### config.mk
export PLATFORM = sky130hd
export DESIGN_NAME = dmarq_arbiter
export DESIGN_NICKNAME = d
export VERILOG_FILES = /design/src/include/dmarq_pkg.sv /design/src/core/dmarq_arbiter.sv
export VERILOG_INCLUDE_DIRS = /design/src /design/src/include
export SDC_FILE = /design/constraint.sdc
export NUM_CORES = 1
export LEC_CHECK = 0
export BUFFER_PORTS_ARGS = -buffer_cell sky130_fd_sc_hd__clkbuf_2
export CORE_MARGIN = 3
export CORE_UTILIZATION = 48
export DETAILED_ROUTE_END_ITERATION = 10
export MAX_ROUTING_LAYER = met4
export PLACE_DENSITY_LB_ADDON = 0.12
export REMOVE_ABC_BUFFERS = 1
export SYNTH_ARGS = -nofsm -noshare
export SYNTH_HDL_FRONTEND = slang
export SYNTH_SLANG_ARGS = --single-unit
### constraint.sdc
create_clock -name core_clk -period 1.9 [get_ports core_clk]
set_input_delay 0.095 -clock core_clk [delete_from_list [all_inputs] [get_ports core_clk]]
set_output_delay 0.095 -clock core_clk [all_outputs]
set_load 0.005 [all_outputs]
### src/include/dmarq_regs.svh
// Register offsets, field positions and reset values of the DMA request arbiter
// Function
// - Internal source sets flag with interrupt request
// - Clear flag at transfer start or disable
// - Disabled or zero-count request is dropped, cleared
// - Pin source sets on falling or both edges
// - Sample requests once per bus period
// - Fixed priority, channel 0 highest
// - Return bus to CPU after each unit
// - After one CPU access, serve next channel
// - Flag accepted only in mode 01 or 11
`ifndef DMARQ_REGS_SVH
`define DMARQ_REGS_SVH
// ==========================================================
// Register byte offsets (one word per channel for select)
`define DMARQ_SEL0_OFS 8'h00
`define DMARQ_SEL1_OFS 8'h04
`define DMARQ_SEL2_OFS 8'h08
`define DMARQ_SEL3_OFS 8'h0C
`define DMARQ_MODE_OFS 8'h10
`define DMARQ_CNTZ_OFS 8'h14
`define DMARQ_STAT_OFS 8'h18
// ==========================================================
// Source select field layout
`define DMARQ_SEL_SRC_LO 0
`define DMARQ_SEL_SRC_HI 4
`define DMARQ_SEL_PINEDGE 5
`define DMARQ_SEL_SWTRIG 6
`define DMARQ_SEL_FLAG 7
// Source code that selects the external pin; codes 1..31 pick peripheral lines
`define DMARQ_SRC_PIN 5'h00
`define DMARQ_SEL_RST 8'h00
`define DMARQ_MODE_RST 8'h00
`define DMARQ_MODE_OFF 2'h0
`define DMARQ_MODE_SINGLE 2'h1
`define DMARQ_MODE_REPEAT 2'h3
`define DMARQ_RESP_OKAY 2'h0
`define DMARQ_RESP_SLVERR 2'h2
`endif

### src/include/dmarq_pkg.sv
// Types shared by the DMA request arbiter
package dmarq_pkg;
    typedef enum logic [1:0] {
        DMARQ_IDLE,
        DMARQ_XFER,
        DMARQ_CPU
    } dmarq_state_t;
endpackage

### src/core/dmarq_arbiter.sv
// Four-channel DMA request flags, fixed-priority arbiter and AXI4-Lite registers
//
// Decided for this implementation: the register offsets and the AXI4-Lite register port.
`timescale 1ns/1ps
`include "dmarq_regs.svh"
module dmarq_arbiter #(
    parameter int NCH = 4,
    parameter int NPERIPH = 32
) (
    // Clock and reset
    input wire logic core_clk,
    input wire logic rstn,
    // Bus clock falling-edge sample strike, one cycle
    input wire logic bclkFall,
    // Request sources
    input wire logic [NPERIPH-1:0] periphIrq,
    input wire logic [NCH-1:0] externalRequestPin,
    // Transfer engine and CPU bus handshake
    output logic [NCH-1:0] xferGrant,
    output logic busToDma,
    input wire logic unitDone,
    input wire logic cpuAccessDone,
    // AXI4-Lite slave
    input wire logic [7:0] s_axi_awaddr,
    input wire logic s_axi_awvalid,
    output logic s_axi_awready,
    input wire logic [31:0] s_axi_wdata,
    input wire logic [3:0] s_axi_wstrb,
    input wire logic s_axi_wvalid,
    output logic s_axi_wready,
    output logic [1:0] s_axi_bresp,
    output logic s_axi_bvalid,
    input wire logic s_axi_bready,
    input wire logic [7:0] s_axi_araddr,
    input wire logic s_axi_arvalid,
    output logic s_axi_arready,
    output logic [31:0] s_axi_rdata,
    output logic [1:0] s_axi_rresp,
    output logic s_axi_rvalid,
    input wire logic s_axi_rready
);
    // ==========================================================
    // Registers
    logic [7:0] requestSourceSelect_reg [NCH];
    logic [7:0] channelModeControl_reg;
    logic [NCH-1:0] countZero_reg;
    logic [NCH-1:0] pinLast_reg;
    logic [NCH-1:0] pending_reg;
    logic [NCH-1:0] pending_next;
    dmarq_pkg::dmarq_state_t state_reg;
    logic [NCH-1:0] grant_reg;
    logic [7:0] awAddr_reg;
    logic [31:0] wData_reg;
    logic [3:0] wStrb_reg;
    logic awHave_reg;
    logic wHave_reg;
    logic [NCH-1:0] chanEnabled;
    logic [NCH-1:0] chanRequest;
    logic [NCH-1:0] swSetFlag;
    logic [NCH-1:0] winner;
    logic doWrite;
    logic decodeOk;

    function automatic logic [NCH-1:0] pickFirst(input logic [NCH-1:0] v);
        logic [NCH-1:0] r;
        r = '0;
        for (int i = NCH - 1; i >= 0; i--) begin
            if (v[i]) begin
                r = '0;
                r[i] = 1'b1;
            end
        end
        return r;
    endfunction

    function automatic logic [1:0] chanMode(input logic [7:0] m, input int ch);
        return m[2*ch +: 2];
    endfunction

    // ==========================================================
    // Request source decode, per channel
    always_comb begin
        for (int c = 0; c < NCH; c++) begin
            logic [7:0] sel;
            logic pin;
            logic pinEdge;
            sel = requestSourceSelect_reg[c];
            pin = externalRequestPin[c];
            // Falling edge always counts; rising edge only in both-edge mode
            pinEdge = (pinLast_reg[c] & ~pin) |
                      (sel[`DMARQ_SEL_PINEDGE] & ~pinLast_reg[c] & pin);
            // Mode 10 is reserved and accepts no request
            chanEnabled[c] = ((chanMode(channelModeControl_reg, c) == `DMARQ_MODE_SINGLE) ||
                              (chanMode(channelModeControl_reg, c) == `DMARQ_MODE_REPEAT)) &&
                             !countZero_reg[c];
            if (sel[`DMARQ_SEL_SRC_HI:`DMARQ_SEL_SRC_LO] == `DMARQ_SRC_PIN) begin
                chanRequest[c] = bclkFall & pinEdge;
            end else begin
                chanRequest[c] = bclkFall &
                    periphIrq[sel[`DMARQ_SEL_SRC_HI:`DMARQ_SEL_SRC_LO]];
            end
        end
    end

    // ==========================================================
    // AXI4-Lite write side
    assign s_axi_awready = !awHave_reg && !s_axi_bvalid;
    assign s_axi_wready = !wHave_reg && !s_axi_bvalid;
    assign doWrite = awHave_reg && wHave_reg && !s_axi_bvalid;
    assign decodeOk = (awAddr_reg <= `DMARQ_CNTZ_OFS) && (awAddr_reg[1:0] == 2'h0);

    always_ff @(posedge core_clk or negedge rstn) begin
        if (!rstn) begin
            awHave_reg <= 1'b0;
            wHave_reg <= 1'b0;
            awAddr_reg <= 8'h00;
            wData_reg <= 32'h00000000;
            wStrb_reg <= 4'h0;
            s_axi_bvalid <= 1'b0;
            s_axi_bresp <= `DMARQ_RESP_OKAY;
        end else begin
            if (s_axi_awvalid && s_axi_awready) begin
                awHave_reg <= 1'b1;
                awAddr_reg <= s_axi_awaddr;
            end
            if (s_axi_wvalid && s_axi_wready) begin
                wHave_reg <= 1'b1;
                wData_reg <= s_axi_wdata;
                wStrb_reg <= s_axi_wstrb;
            end
            if (doWrite) begin
                awHave_reg <= 1'b0;
                wHave_reg <= 1'b0;
                s_axi_bvalid <= 1'b1;
                s_axi_bresp <= decodeOk ? `DMARQ_RESP_OKAY : `DMARQ_RESP_SLVERR;
            end else if (s_axi_bvalid && s_axi_bready) begin
                s_axi_bvalid <= 1'b0;
            end
        end
    end

    // Select and mode registers; a flag write of zero is ignored, clearing is automatic
    always_ff @(posedge core_clk or negedge rstn) begin
        if (!rstn) begin
            for (int c = 0; c < NCH; c++) begin
                requestSourceSelect_reg[c] <= `DMARQ_SEL_RST;
            end
            channelModeControl_reg <= `DMARQ_MODE_RST;
            countZero_reg <= '0;
        end else if (doWrite && wStrb_reg[0]) begin
            if (awAddr_reg == `DMARQ_MODE_OFS) begin
                channelModeControl_reg <= wData_reg[7:0];
            end else if (awAddr_reg == `DMARQ_CNTZ_OFS) begin
                countZero_reg <= wData_reg[NCH-1:0];
            end else if (awAddr_reg < `DMARQ_MODE_OFS && awAddr_reg[1:0] == 2'h0) begin
                requestSourceSelect_reg[awAddr_reg[3:2]] <= wData_reg[7:0];
            end
        end
    end

    // Software flag set: flag bit written as one sets it only when the software trigger bit is also one
    always_comb begin
        swSetFlag = '0;
        if (doWrite && wStrb_reg[0] && awAddr_reg < `DMARQ_MODE_OFS &&
            awAddr_reg[1:0] == 2'h0 && wData_reg[`DMARQ_SEL_FLAG] &&
            wData_reg[`DMARQ_SEL_SWTRIG]) begin
            swSetFlag[awAddr_reg[3:2]] = 1'b1;
        end
    end

    // ==========================================================
    // Request flags
    assign winner = pickFirst(pending_reg & chanEnabled);

    always_comb begin
        pending_next = pending_reg;
        if (state_reg == dmarq_pkg::DMARQ_IDLE ||
            (state_reg == dmarq_pkg::DMARQ_CPU && cpuAccessDone)) begin
            pending_next = pending_next & ~winner;
        end
        // A request landing with the grant is set after the clear, so it is not lost
        pending_next = pending_next | chanRequest | swSetFlag;
        // Disabled channel drops its flag rather than holding a stale request
        pending_next = pending_next & chanEnabled;
    end

    always_ff @(posedge core_clk or negedge rstn) begin
        if (!rstn) begin
            pending_reg <= '0;
            pinLast_reg <= '0;
        end else begin
            pending_reg <= pending_next;
            if (bclkFall) begin
                pinLast_reg <= externalRequestPin;
            end
        end
    end

    // ==========================================================
    // Bus ownership sequencer
    always_ff @(posedge core_clk or negedge rstn) begin
        if (!rstn) begin
            state_reg <= dmarq_pkg::DMARQ_IDLE;
            grant_reg <= '0;
        end else begin
            case (state_reg)
                dmarq_pkg::DMARQ_IDLE: begin
                    if (|winner) begin
                        grant_reg <= winner;
                        state_reg <= dmarq_pkg::DMARQ_XFER;
                    end
                end
                dmarq_pkg::DMARQ_XFER: begin
                    if (unitDone) begin
                        grant_reg <= '0;
                        state_reg <= dmarq_pkg::DMARQ_CPU;
                    end
                end
                dmarq_pkg::DMARQ_CPU: begin
                    if (cpuAccessDone) begin
                        if (|winner) begin
                            grant_reg <= winner;
                            state_reg <= dmarq_pkg::DMARQ_XFER;
                        end else begin
                            state_reg <= dmarq_pkg::DMARQ_IDLE;
                        end
                    end
                end
                default: begin
                    state_reg <= dmarq_pkg::DMARQ_IDLE;
                end
            endcase
        end
    end

    assign xferGrant = grant_reg;
    assign busToDma = (state_reg == dmarq_pkg::DMARQ_XFER);

    // ==========================================================
    // AXI4-Lite read side
    assign s_axi_arready = !s_axi_rvalid;

    always_ff @(posedge core_clk or negedge rstn) begin
        if (!rstn) begin
            s_axi_rvalid <= 1'b0;
            s_axi_rdata <= 32'h00000000;
            s_axi_rresp <= `DMARQ_RESP_OKAY;
        end else if (s_axi_arvalid && s_axi_arready) begin
            s_axi_rvalid <= 1'b1;
            s_axi_rresp <= `DMARQ_RESP_OKAY;
            s_axi_rdata <= 32'h00000000;
            if (s_axi_araddr[1:0] != 2'h0) begin
                s_axi_rresp <= `DMARQ_RESP_SLVERR;
            end else if (s_axi_araddr < `DMARQ_MODE_OFS) begin
                s_axi_rdata <= {24'h000000, pending_reg[s_axi_araddr[3:2]],
                                requestSourceSelect_reg[s_axi_araddr[3:2]][6:0]};
            end else if (s_axi_araddr == `DMARQ_MODE_OFS) begin
                s_axi_rdata <= {24'h000000, channelModeControl_reg};
            end else if (s_axi_araddr == `DMARQ_CNTZ_OFS) begin
                s_axi_rdata <= {28'h0000000, countZero_reg};
            end else if (s_axi_araddr == `DMARQ_STAT_OFS) begin
                s_axi_rdata <= {23'h000000, busToDma, grant_reg, pending_reg};
            end else begin
                s_axi_rresp <= `DMARQ_RESP_SLVERR;
            end
        end else if (s_axi_rvalid && s_axi_rready) begin
            s_axi_rvalid <= 1'b0;
        end
    end
endmodule // dmarq_arbiter

==> results.py, run 1 <==
metrics = {
    "routing": {
        "drt-initial-drc-count": 318,
        "ant_nets": 0,
        "routed_wl_um": 13700,
        "drt_pass1_iterations": 5,
        "routed_wire_length_per_instance_um": 19.3,
        "drt-vias-per-instance": 5.71,
        "remaining_drc_errors": 0,
        "routed-via-count": 4061,
    },
    "synth": {
        "synthArstFlopShare_pct": 100,
        "netlist_instances": 435,
        "synth_compound_gate_area_share_pct": 8.30,
        "synth_sequential_area_ratio_pct": 40.9,
        "synth.area.mux_share_pct": 33.5,
        "count_of_state_elements_after_synthesis": 86,
        "synthesis.area_per_instance_um2": 12.1,
        "number_of_flops_mapped_to_enable_cells_by_yosys": 0,
        "synth_fa_ha_area_share_pct": 0,
        "yosysWarningCount": 0,
        "yosys.area_share.xor_xnor_pct": 0,
        "synth.top_cells.by_area": "sky130_fd_sc_hd__dfrtp_1 41%, sky130_fd_sc_hd__mux4_2 15%, sky130_fd_sc_hd__mux2_2 12%",
        "synth_top_cell_area_share_pct": 40.9,
        "post_synth_instance_area_mm2": 0.00526,
        "synth-main-ff-cell": "sky130_fd_sc_hd__dfrtp_1",
        "synth.lib_cells_used.distinct": 51,
        "synth-simple-area-share_pct": 10.8,
        "synth_top_family_by_area": "multiplexers",
        "synth_top_area_cell": "sky130_fd_sc_hd__dfrtp_1",
    },
    "floorplan": {
        "rows": 37,
        "die_area_mm2": 0.0123,
        "die_y_um": 111,
        "coreArea_mm2": 0.0105,
        "ios": 144,
        "floorplan.initialDensity_pct": 50.1,
        "x_dimension_of_the_die_um": 111,
    },
    "hold_path": {
        "min-delay-path-class": "input port to register",
    },
    "power": {
        "finalPower_w": 0.00591,
        "power.static_leakage_nw": 2.97,
        "powerDensity_mw_per_mm2": 899,
        "max-vdd-ir-drop_mv": 0.689,
    },
    "critical_path": {
        "start_kind": "register",
        "worst_ep_arrival_time_ns": 2.38,
        "timing.critical_path.cells": "or4_4, nor2_4, nand4_1, buf_4, nor3b_4, mux2_4",
        "worst_ep_required_time_ns": 2.15,
        "timing.critical_path.slowest_cell_delay_ns": 0.57,
        "timing.critical_path.to_type": "register",
        "critical-path-slowest-cell": "sky130_fd_sc_hd__or4_4",
        "path_delay_family": "simple AND/OR/NAND/NOR gates",
        "worst-setup-path-type": "register to register",
        "critical_path.max_fanout": 4,
        "worstPathBufferInverterCount": 1,
    },
    "placed_design": {
        "gp_routability_congestion": 0.941,
        "place_hpwl_um": 10600,
        "numPortBuffers": 90,
        "post_dp_cell_area_mm2": 0.00598,
        "place_worst_setup_slack_ns": -0.228,
    },
    "timing": {
        "slew_violations": 0,
        "clock.fmax_mhz": 471,
        "timing_worst_slew_pin_value_ns": 0.541,
        "period_needed_ns": 2.12,
        "fin_skew_ns": 0.0150,
        "layout_setup_ws_ns": -0.225,
        "post_route_fraction_of_the_period_consumed_by_the_critical_path_pct": 112,
        "whs_ns": 0.0389,
        "remaining_max_slew_budget_at_the_tightest_pin_pct": 63.9,
        "timing_hold_violations_final": 0,
        "rsz0062_at_grt": "yes",
        "setup_viol_count_final": 43,
    },
    "cts": {
        "cts_root_buffer": "sky130_fd_sc_hd__clkbuf_8",
        "cts_tree": "yes",
        "clk_transition_reported_paths_ns": 0.08,
        "cts_max_level": 3,
        "cts_buffers": 9,
        "source_to_sink_clock_delay_at_the_later_pin_of_the_worst_skew_pair_ns": 0.37,
        "cts_buffer_depth": 2,
        "tritoncts_num_sinks": 86,
    },
    "final_layout": {
        "final_net_count": 668,
        "area_growth_pct": 25.0,
        "finish.utilization_pct": 62.6,
        "final_layout_size_suffix_gt1_share_pct": 44.0,
        "final_design_area_no_fill_mm2": 0.00658,
        "num-fill-cells": 836,
        "diodes": 0,
        "largest_register_ffs": 28,
    },
    "global_route": {
        "vias_in_the_first_global_route": 4136,
        "global_route_usage_over_all_layers_pct": 23.5,
        "antenna_found_initial": 0,
        "grt_pass1_wl_um": 22100,
        "maximum_number_of_pins_on_one_net_before_global_route_repair": 38,
        "global_route.overflow_total": 0,
    },
    "status": {
        "violations_in_the_final_reports": "negative setup slack",
        "outcome": "finished with violations",
    },
    "flow_run": {
        "drv_cap": 0,
    },
}
cell usage in the layout, fill, tap and decap left out, drive strengths merged, types with 14 or more instances in the layout:
master,count
clkbuf,100
dfrtp,86
mux2,63
mux4,36
buf,34
nand2,28
dlygate4sd3,26
conb,25
mux2i,21
o21ai,19
nor2,14
cells by family after synthesis:
family | count (synthesis)
other | 1
DFF | 86
and+or+nand+nor | 100
muxes | 120
AOI/OAI and AO/OA | 66
buffers and inverters | 62
report_power, final:
group          internal, W  switching, W
Sequential         0.00219      0.000589
Clock             0.000812      0.000653
Combinational     0.000969      0.000702
Total              0.00397       0.00194
worst reg2reg max path, cell delays in order, from the launching register on:
cell	delay (ns)
sky130_fd_sc_hd__dfrtp_1	0.38
sky130_fd_sc_hd__or4_4	0.57
sky130_fd_sc_hd__nor2_4	0.10
sky130_fd_sc_hd__nand4_1	0.11
sky130_fd_sc_hd__buf_4	0.17
sky130_fd_sc_hd__nor3b_4	0.34
sky130_fd_sc_hd__mux2_4	0.34
per-layer routing:
layer / vias up / GRT usage (%) / part of all wire, %
met5: - / - / 0
met1: 2034 / 31.5 / 44
met4: 0 / 5.75 / 1.6
li1: 1856 / - / -
met3: 16 / 6.82 / 7.0
met2: 155 / 35.5 / 47
path summary, 6_finish.rpt:
kind	slack, ns	end	depth (start not counted)	start
max	-0.22	countZero_reg[0]$_DFFE_PN0P_	6	awAddr_reg[5]$_DFFE_PN0P_
min	0.04	state_reg[1]$_DFFE_PN0P_	4	cpuAccessDone
max reg2reg	-0.22	countZero_reg[0]$_DFFE_PN0P_	6	awAddr_reg[5]$_DFFE_PN0P_
min reg2reg	0.48	s_axi_rdata[7]$_DFFE_PN0P_	2	s_axi_rdata[7]$_DFFE_PN0P_
max in group asynchronous	1.07	xferGrant[3]$_DFFE_PN0P_	3	rstn
min in group asynchronous	0.20	requestSourceSelect_reg[21]$_DFFE_PN0P_	2	rstn
layout make-up:
| cell class | count | area, um^2 | share of cell area (%) |
|---|---|---|---|
| Clock buffer | 11 | 151 | 2.30 |
| Clock inverter | 5 | 81.3 | 1.24 |
| Inverter | 13 | 48.8 | 0.742 |
| Multi-Input combinational cell | 311 | 2960 | 44.9 |
| Sequential cell | 86 | 2160 | 32.8 |
| Tap cell | 136 | 170 | 2.59 |
| Timing Repair Buffer | 149 | 1010 | 15.4 |
Yosys cell counts, drive strengths merged (4+ instances only):
library cell / n
inv: 13
buf: 31
and3b: 5
and3: 4
clkbuf: 18
nor2b: 13
o21ai: 19
mux2: 63
a21oi: 12
nor2: 14
nor3: 4
a22oi: 5
mux2i: 21
nand2: 28
a31oi: 4
a211oi: 6
nand3: 4
mux4: 36
a2bb2oi: 4
dfrtp: 86
nand2b: 10
nor4: 4
metrics by stage:
step,TNS [ns],instances
final,-4.47,711
after detailed placement,-5.34,667
after global routing,-8.32,711
after floorplan,-1.76,410
after global placement,-4.20,667
after CTS,-4.90,709
what timing repair did:
| action | in CTS | in global routing |
|---|---|---|
| hold buffers | 26 | 0 |
| buffers inserted | 2 | 2 |
| hold endpoints to repair | 54 | 0 |
| cloned | 0 | 0 |
| setup endpoints to repair | 44 | 44 |
| resized for setup | 20 | 8 |
| pin swaps | 1 | 4 |
(Power assumes the default switching activity.)
==> run 2: changes to the inputs <==
Settings changed: CORE_UTILIZATION 48 to 53.
Clock period 1.9 ns to 2.2 ns, I/O delays scaled along.
==> results.py, run 2 (synthesis gave the netlist of run 1 again) <==
metrics = {
    "critical_path": {
        "worst_ep_arrival_time_ns": 2.37,
        "timing.critical_path.slowest_cell_delay_ns": 0.58,
        "worst-setup-path-type": "register to register",
        "start_kind": "register",
        "timing.critical_path.cells": "or4_4, nor2_4, nand4_1, or3_1, buf_6, mux2_4",
        "worst_ep_required_time_ns": 2.44,
        "timing.critical_path.to_type": "register",
        "critical_path.max_fanout": 8,
        "critical-path-slowest-cell": "sky130_fd_sc_hd__or4_4",
    },
    "final_layout": {
        "diodes": 0,
        "largest_register_ffs": 28,
        "area_growth_pct": 18.8,
        "mostFrequentLayoutCell": "sky130_fd_sc_hd__clkbuf_2",
        "final_layout_size_suffix_gt1_share_pct": 41.1,
        "final_net_count": 651,
        "top_library_cells_by_usage_in_the_layout_fill_and_taps_aside": "89 x sky130_fd_sc_hd__clkbuf_2, 86 x sky130_fd_sc_hd__dfrtp_1, 55 x sky130_fd_sc_hd__mux2_2, 36 x sky130_fd_sc_hd__mux4_2, 28 x sky130_fd_sc_hd__nand2_1",
        "final_design_area_no_fill_mm2": 0.00625,
    },
    "flow_run": {
        "drv_cap": 0,
    },
    "floorplan": {
        "floorplan.initialDensity_pct": 55.6,
        "coreArea_mm2": 0.00946,
        "ios": 144,
        "x_dimension_of_the_die_um": 106,
        "die_y_um": 106,
        "die_area_mm2": 0.0112,
        "rows": 35,
    },
    "cts": {
        "cts_tree": "yes",
        "tritoncts_num_sinks": 86,
        "cts_root_buffer": "sky130_fd_sc_hd__clkbuf_8",
        "source_to_sink_clock_delay_at_the_later_pin_of_the_worst_skew_pair_ns": 0.35,
        "post-cts-setup-buffers": 0,
        "cts_max_level": 3,
        "cts_buffers": 9,
        "clk_transition_reported_paths_ns": 0.09,
        "cts_buffer_depth": 2,
    },
    "routing": {
        "highest_layer": "met4",
        "met2RoutedLength_um": 6500,
        "remaining_drc_errors": 0,
        "routed_wire_length_per_instance_um": 19.3,
        "drt_pass1_iterations": 4,
        "routed_wl_um": 13200,
        "drt-initial-drc-count": 243,
        "routed-via-count": 3974,
        "drt-met1-wl_um": 5610,
        "ant_nets": 0,
        "routed-wl-met3_um": 1010,
        "drt-vias-per-instance": 5.79,
    },
    "global_route": {
        "antenna_found_initial": 0,
        "global_route_usage_over_all_layers_pct": 25.0,
        "vias_in_the_first_global_route": 3927,
        "global_route.overflow_total": 0,
        "maximum_number_of_pins_on_one_net_before_global_route_repair": 44,
        "grt_pass1_wl_um": 21100,
    },
    "power": {
        "powerDensity_mw_per_mm2": 763,
        "finalPower_w": 0.00477,
        "power.static_leakage_nw": 2.84,
        "max-vdd-ir-drop_mv": 0.606,
    },
    "placed_design": {
        "gp_routability_congestion": 0.884,
        "place_worst_setup_slack_ns": 0.0674,
        "place_hpwl_um": 9830,
        "numPortBuffers": 90,
        "post_dp_cell_area_mm2": 0.00583,
    },
    "timing": {
        "whs_ns": 0.0241,
        "setup_viol_count_final": 0,
        "clock.fmax_mhz": 468,
        "timing_hold_violations_final": 0,
        "layout_setup_ws_ns": 0.0611,
        "timing_worst_slew_pin_value_ns": 0.582,
        "remaining_max_slew_budget_at_the_tightest_pin_pct": 61.2,
        "period_needed_ns": 2.14,
        "slew_violations": 0,
        "fin_skew_ns": 0.0126,
        "post_route_fraction_of_the_period_consumed_by_the_critical_path_pct": 97.2,
    },
    "status": {
        "outcome": "finished, final reports clean",
    },
    "hold_path": {
        "min-delay-path-class": "input port to register",
    },
}
[run 2: metal layers]
| layer | GRT usage [%] | vias to the layer above |
|---|---|---|
| li1 | - | 1826 |
| met1 | 34.2 | 1989 |
| met3 | 4.96 | 9 |
| met4 | 4.63 | 0 |
| met2 | 39.8 | 150 |
| met5 | - | - |
[run 2: final cells by class]
type,instances,area (um^2)
Sequential cell,86,2150
Multi-Input combinational cell,311,2870
Fill cell,758,3210
Tap cell,129,161
Clock inverter,4,55.1
Inverter,13,48.8
Clock buffer,11,141
Timing Repair Buffer,132,827
[run 2: critical path, delay by kind of cell, from the launching register on]
kind | cells | cell delay, ns
and+or+nand+nor | 4 | 1.17
DFF | 1 | 0.39
muxes | 1 | 0.30
buffers and inverters | 1 | 0.17
[run 2: where the power goes]
part           leakage [nW]  switching (W)  internal, W
combinational          1.60       0.000532     0.000749
clock                0.0960       0.000564     0.000557
sequential             1.14       0.000483      0.00189
total                  2.84        0.00158      0.00319
[run 2: per-stage QoR]
step / TNS, ns / cells / utilization (%)
after floorplan: 0 / 410 / -
after global placement: 0 / 649 / 61.6
after detailed placement: 0 / 649 / 61.6
after CTS: 0 / 686 / 66.0
after global routing: -0.0257 / 686 / 66.1
final: 0 / 686 / 66.1
[run 2: path summary, 6_finish.rpt]
check | from | end | slack, ns | depth (start not counted)
worst max-delay path | awAddr_reg[0]$_DFFE_PN0P_ | channelModeControl_reg[0]$_DFFE_PN0P_ | 0.06 | 6
worst min-delay path | externalRequestPin[1] | pinLast_reg[1]$_DFFE_PN0P_ | 0.02 | 2
worst min register to register | s_axi_rdata[0]$_DFFE_PN0P_ | s_axi_rdata[0]$_DFFE_PN0P_ | 0.48 | 2
min in group asynchronous | rstn | channelModeControl_reg[4]$_DFFE_PN0P_ | 0.30 | 2
max in group asynchronous | rstn | s_axi_rdata[2]$_DFFE_PN0P_ | 1.19 | 3
worst max register to register | awAddr_reg[0]$_DFFE_PN0P_ | channelModeControl_reg[0]$_DFFE_PN0P_ | 0.06 | 6
[run 2: repair_timing]
action | CTS | global route
hold buffers | 22 | 0
resized for setup | 0 | 2
setup endpoints to repair | 0 | 16
endpoints found under the hold margin | 60 | 0
==> run 3: changes to the inputs <==
Settings changed: REMOVE_ABC_BUFFERS 1 to unset.
==> results.py, run 3 (synthesis gave the netlist of run 1 again) <==
metrics = {
    "cts": {
        "cts_root_buffer": "sky130_fd_sc_hd__clkbuf_8",
        "post-cts-setup-buffers": 0,
        "cts_buffer_depth": 2,
        "cts_buffers": 9,
        "cts_max_level": 3,
        "tritoncts_num_sinks": 86,
        "cts_tree": "yes",
        "source_to_sink_clock_delay_at_the_later_pin_of_the_worst_skew_pair_ns": 0.35,
        "clk_transition_reported_paths_ns": 0.09,
    },
    "critical_path": {
        "timing.critical_path.slowest_cell_delay_ns": 0.56,
        "worstPathBufferInverterCount": 1,
        "worst-setup-path-type": "register to register",
        "top_cell_by_count_worst_path": "sky130_fd_sc_hd__a21oi_1",
        "timing.critical_path.to_type": "register",
        "timing.critical_path.cells": "buf_4, or4_1, a21oi_1, nor4_1, a221o_1, a21oi_1",
        "worst_ep_arrival_time_ns": 2.40,
        "path_delay_family": "compound AO/OA/AOI/OAI gates",
        "start_kind": "register",
        "critical-path-slowest-cell": "sky130_fd_sc_hd__dfrtp_1",
        "critical_path.max_fanout": 8,
        "worst_ep_required_time_ns": 2.48,
    },
    "placed_design": {
        "place_hpwl_um": 9670,
        "post_dp_cell_area_mm2": 0.00581,
        "place_worst_setup_slack_ns": 0.0412,
        "gp_routability_congestion": 0.943,
        "numPortBuffers": 90,
    },
    "timing": {
        "fin_skew_ns": 0.00755,
        "whs_ns": 0.00957,
        "timing_hold_violations_final": 0,
        "clock.fmax_mhz": 472,
        "setup_viol_count_final": 0,
        "slew_violations": 0,
        "post_route_fraction_of_the_period_consumed_by_the_critical_path_pct": 96.3,
        "period_needed_ns": 2.12,
        "timing.setup.tns_ns": 0,
        "layout_setup_ws_ns": 0.0804,
        "timing_worst_slew_pin_value_ns": 0.588,
        "rsz0062_at_grt": "no",
        "remaining_max_slew_budget_at_the_tightest_pin_pct": 60.8,
    },
    "routing": {
        "routed_wl_um": 12700,
        "drt_pass1_iterations": 5,
        "ant_nets": 0,
        "remaining_drc_errors": 0,
        "drt-vias-per-instance": 5.81,
        "routed_wire_length_per_instance_um": 18.7,
        "routed-via-count": 3951,
        "drt-initial-drc-count": 242,
    },
    "final_layout": {
        "final_design_area_no_fill_mm2": 0.00618,
        "final_layout_size_suffix_gt1_share_pct": 41.2,
        "largest_register_ffs": 28,
        "final_net_count": 644,
        "mostFrequentLayoutCell": "sky130_fd_sc_hd__clkbuf_2",
        "top_library_cells_by_usage_in_the_layout_fill_and_taps_aside": "89 x sky130_fd_sc_hd__clkbuf_2, 86 x sky130_fd_sc_hd__dfrtp_1, 55 x sky130_fd_sc_hd__mux2_2, 36 x sky130_fd_sc_hd__mux4_2, 28 x sky130_fd_sc_hd__nand2_1",
        "diodes": 0,
        "num-fill-cells": 768,
        "area_growth_pct": 17.6,
        "finish.utilization_pct": 65.4,
    },
    "power": {
        "powerDensity_mw_per_mm2": 752,
        "cellInternalPower_w": 0.00308,
        "power.static_leakage_nw": 2.81,
        "max-vdd-ir-drop_mv": 0.707,
        "p_seq_share_pct": 50.8,
        "portion_of_total_power_attributed_to_the_clock_network_pct": 21.9,
        "reported_net_switching_power_w": 0.00157,
        "fraction_of_power_spent_switching_nets_pct": 33.7,
        "power_frac_comb_pct": 27.2,
    },
    "floorplan": {
        "die_y_um": 106,
        "ios": 144,
        "coreArea_mm2": 0.00946,
        "x_dimension_of_the_die_um": 106,
        "rows": 35,
        "floorplan.initialDensity_pct": 55.6,
        "die_area_mm2": 0.0112,
    },
    "flow_run": {
        "drv_cap": 0,
    },
    "global_route": {
        "global_route_usage_over_all_layers_pct": 23.8,
        "antenna_found_initial": 0,
        "vias_in_the_first_global_route": 3894,
        "maximum_number_of_pins_on_one_net_before_global_route_repair": 46,
        "grt_pass1_wl_um": 20400,
        "global_route.overflow_total": 0,
    },
    "status": {
        "outcome": "finished, final reports clean",
    },
    "hold_path": {
        "min-delay-path-class": "input port to register",
    },
}
==> run 3: timing repair <==
item                                    4_1_cts  5_1_grt
resized for setup                             0        1
hold buffers                                 19        0
endpoints found under the hold margin        59        0
endpoints found under the setup margin        0       23
==> run 3: worst paths after layout <==
kind	startpoint	endpoint	slack, ns	cells past startpoint
min	s_axi_awaddr[2]	awAddr_reg[2]$_DFFE_PN0P_	0.01	2
max	requestSourceSelect_reg[0]$_DFFE_PN0P_	pending_reg[3]$_DFF_PN0_	0.08	6
min in group asynchronous	rstn	pinLast_reg[0]$_DFFE_PN0P_	0.28	2
min reg2reg	s_axi_rdata[1]$_DFFE_PN0P_	s_axi_rdata[1]$_DFFE_PN0P_	0.49	2
max reg2reg	requestSourceSelect_reg[0]$_DFFE_PN0P_	pending_reg[3]$_DFF_PN0_	0.08	6
max in group asynchronous	rstn	awAddr_reg[5]$_DFFE_PN0P_	1.29	3
==> run 3: final cells by class <==
class	instances	area [um^2]	area share, %
Timing Repair Buffer	125	779	12.6
Clock buffer	10	138	2.23
Multi-Input combinational cell	311	2860	46.3
Clock inverter	6	43.8	0.708
Sequential cell	86	2150	34.8
Inverter	13	48.8	0.789
Tap cell	129	161	2.61
==> run 3: power by group through the flow <==
stage | sequential (W) | combinational (W) | clock [W]
final | 0.00236 | 0.00127 | 0.00102
after global routing | 0.00242 | 0.00138 | 0.00111
after CTS | 0.00236 | 0.00127 | 0.00105
after detailed placement | 0.00239 | 0.00124 | 0
after global placement | 0.00238 | 0.00121 | 0
after floorplan | 0.00214 | 0.00103 | 0
==> run 3: layer usage <==
metal | track usage [%] | part of all wire (%) | vias to the layer above
met3 | 4.10 | 7.1 | 11
met4 | 4.44 | 0.72 | 0
met5 | - | 0 | -
met2 | 36.0 | 47 | 160
li1 | - | - | 1803
met1 | 34.6 | 45 | 1977
==> run 3: metrics by stage <==
stage / cells / power (W)
after global placement: 645 / 0.00359
after global routing: 680 / 0.00490
after detailed placement: 645 / 0.00363
final: 680 / 0.00465
after CTS: 680 / 0.00468
after floorplan: 459 / 0.00317
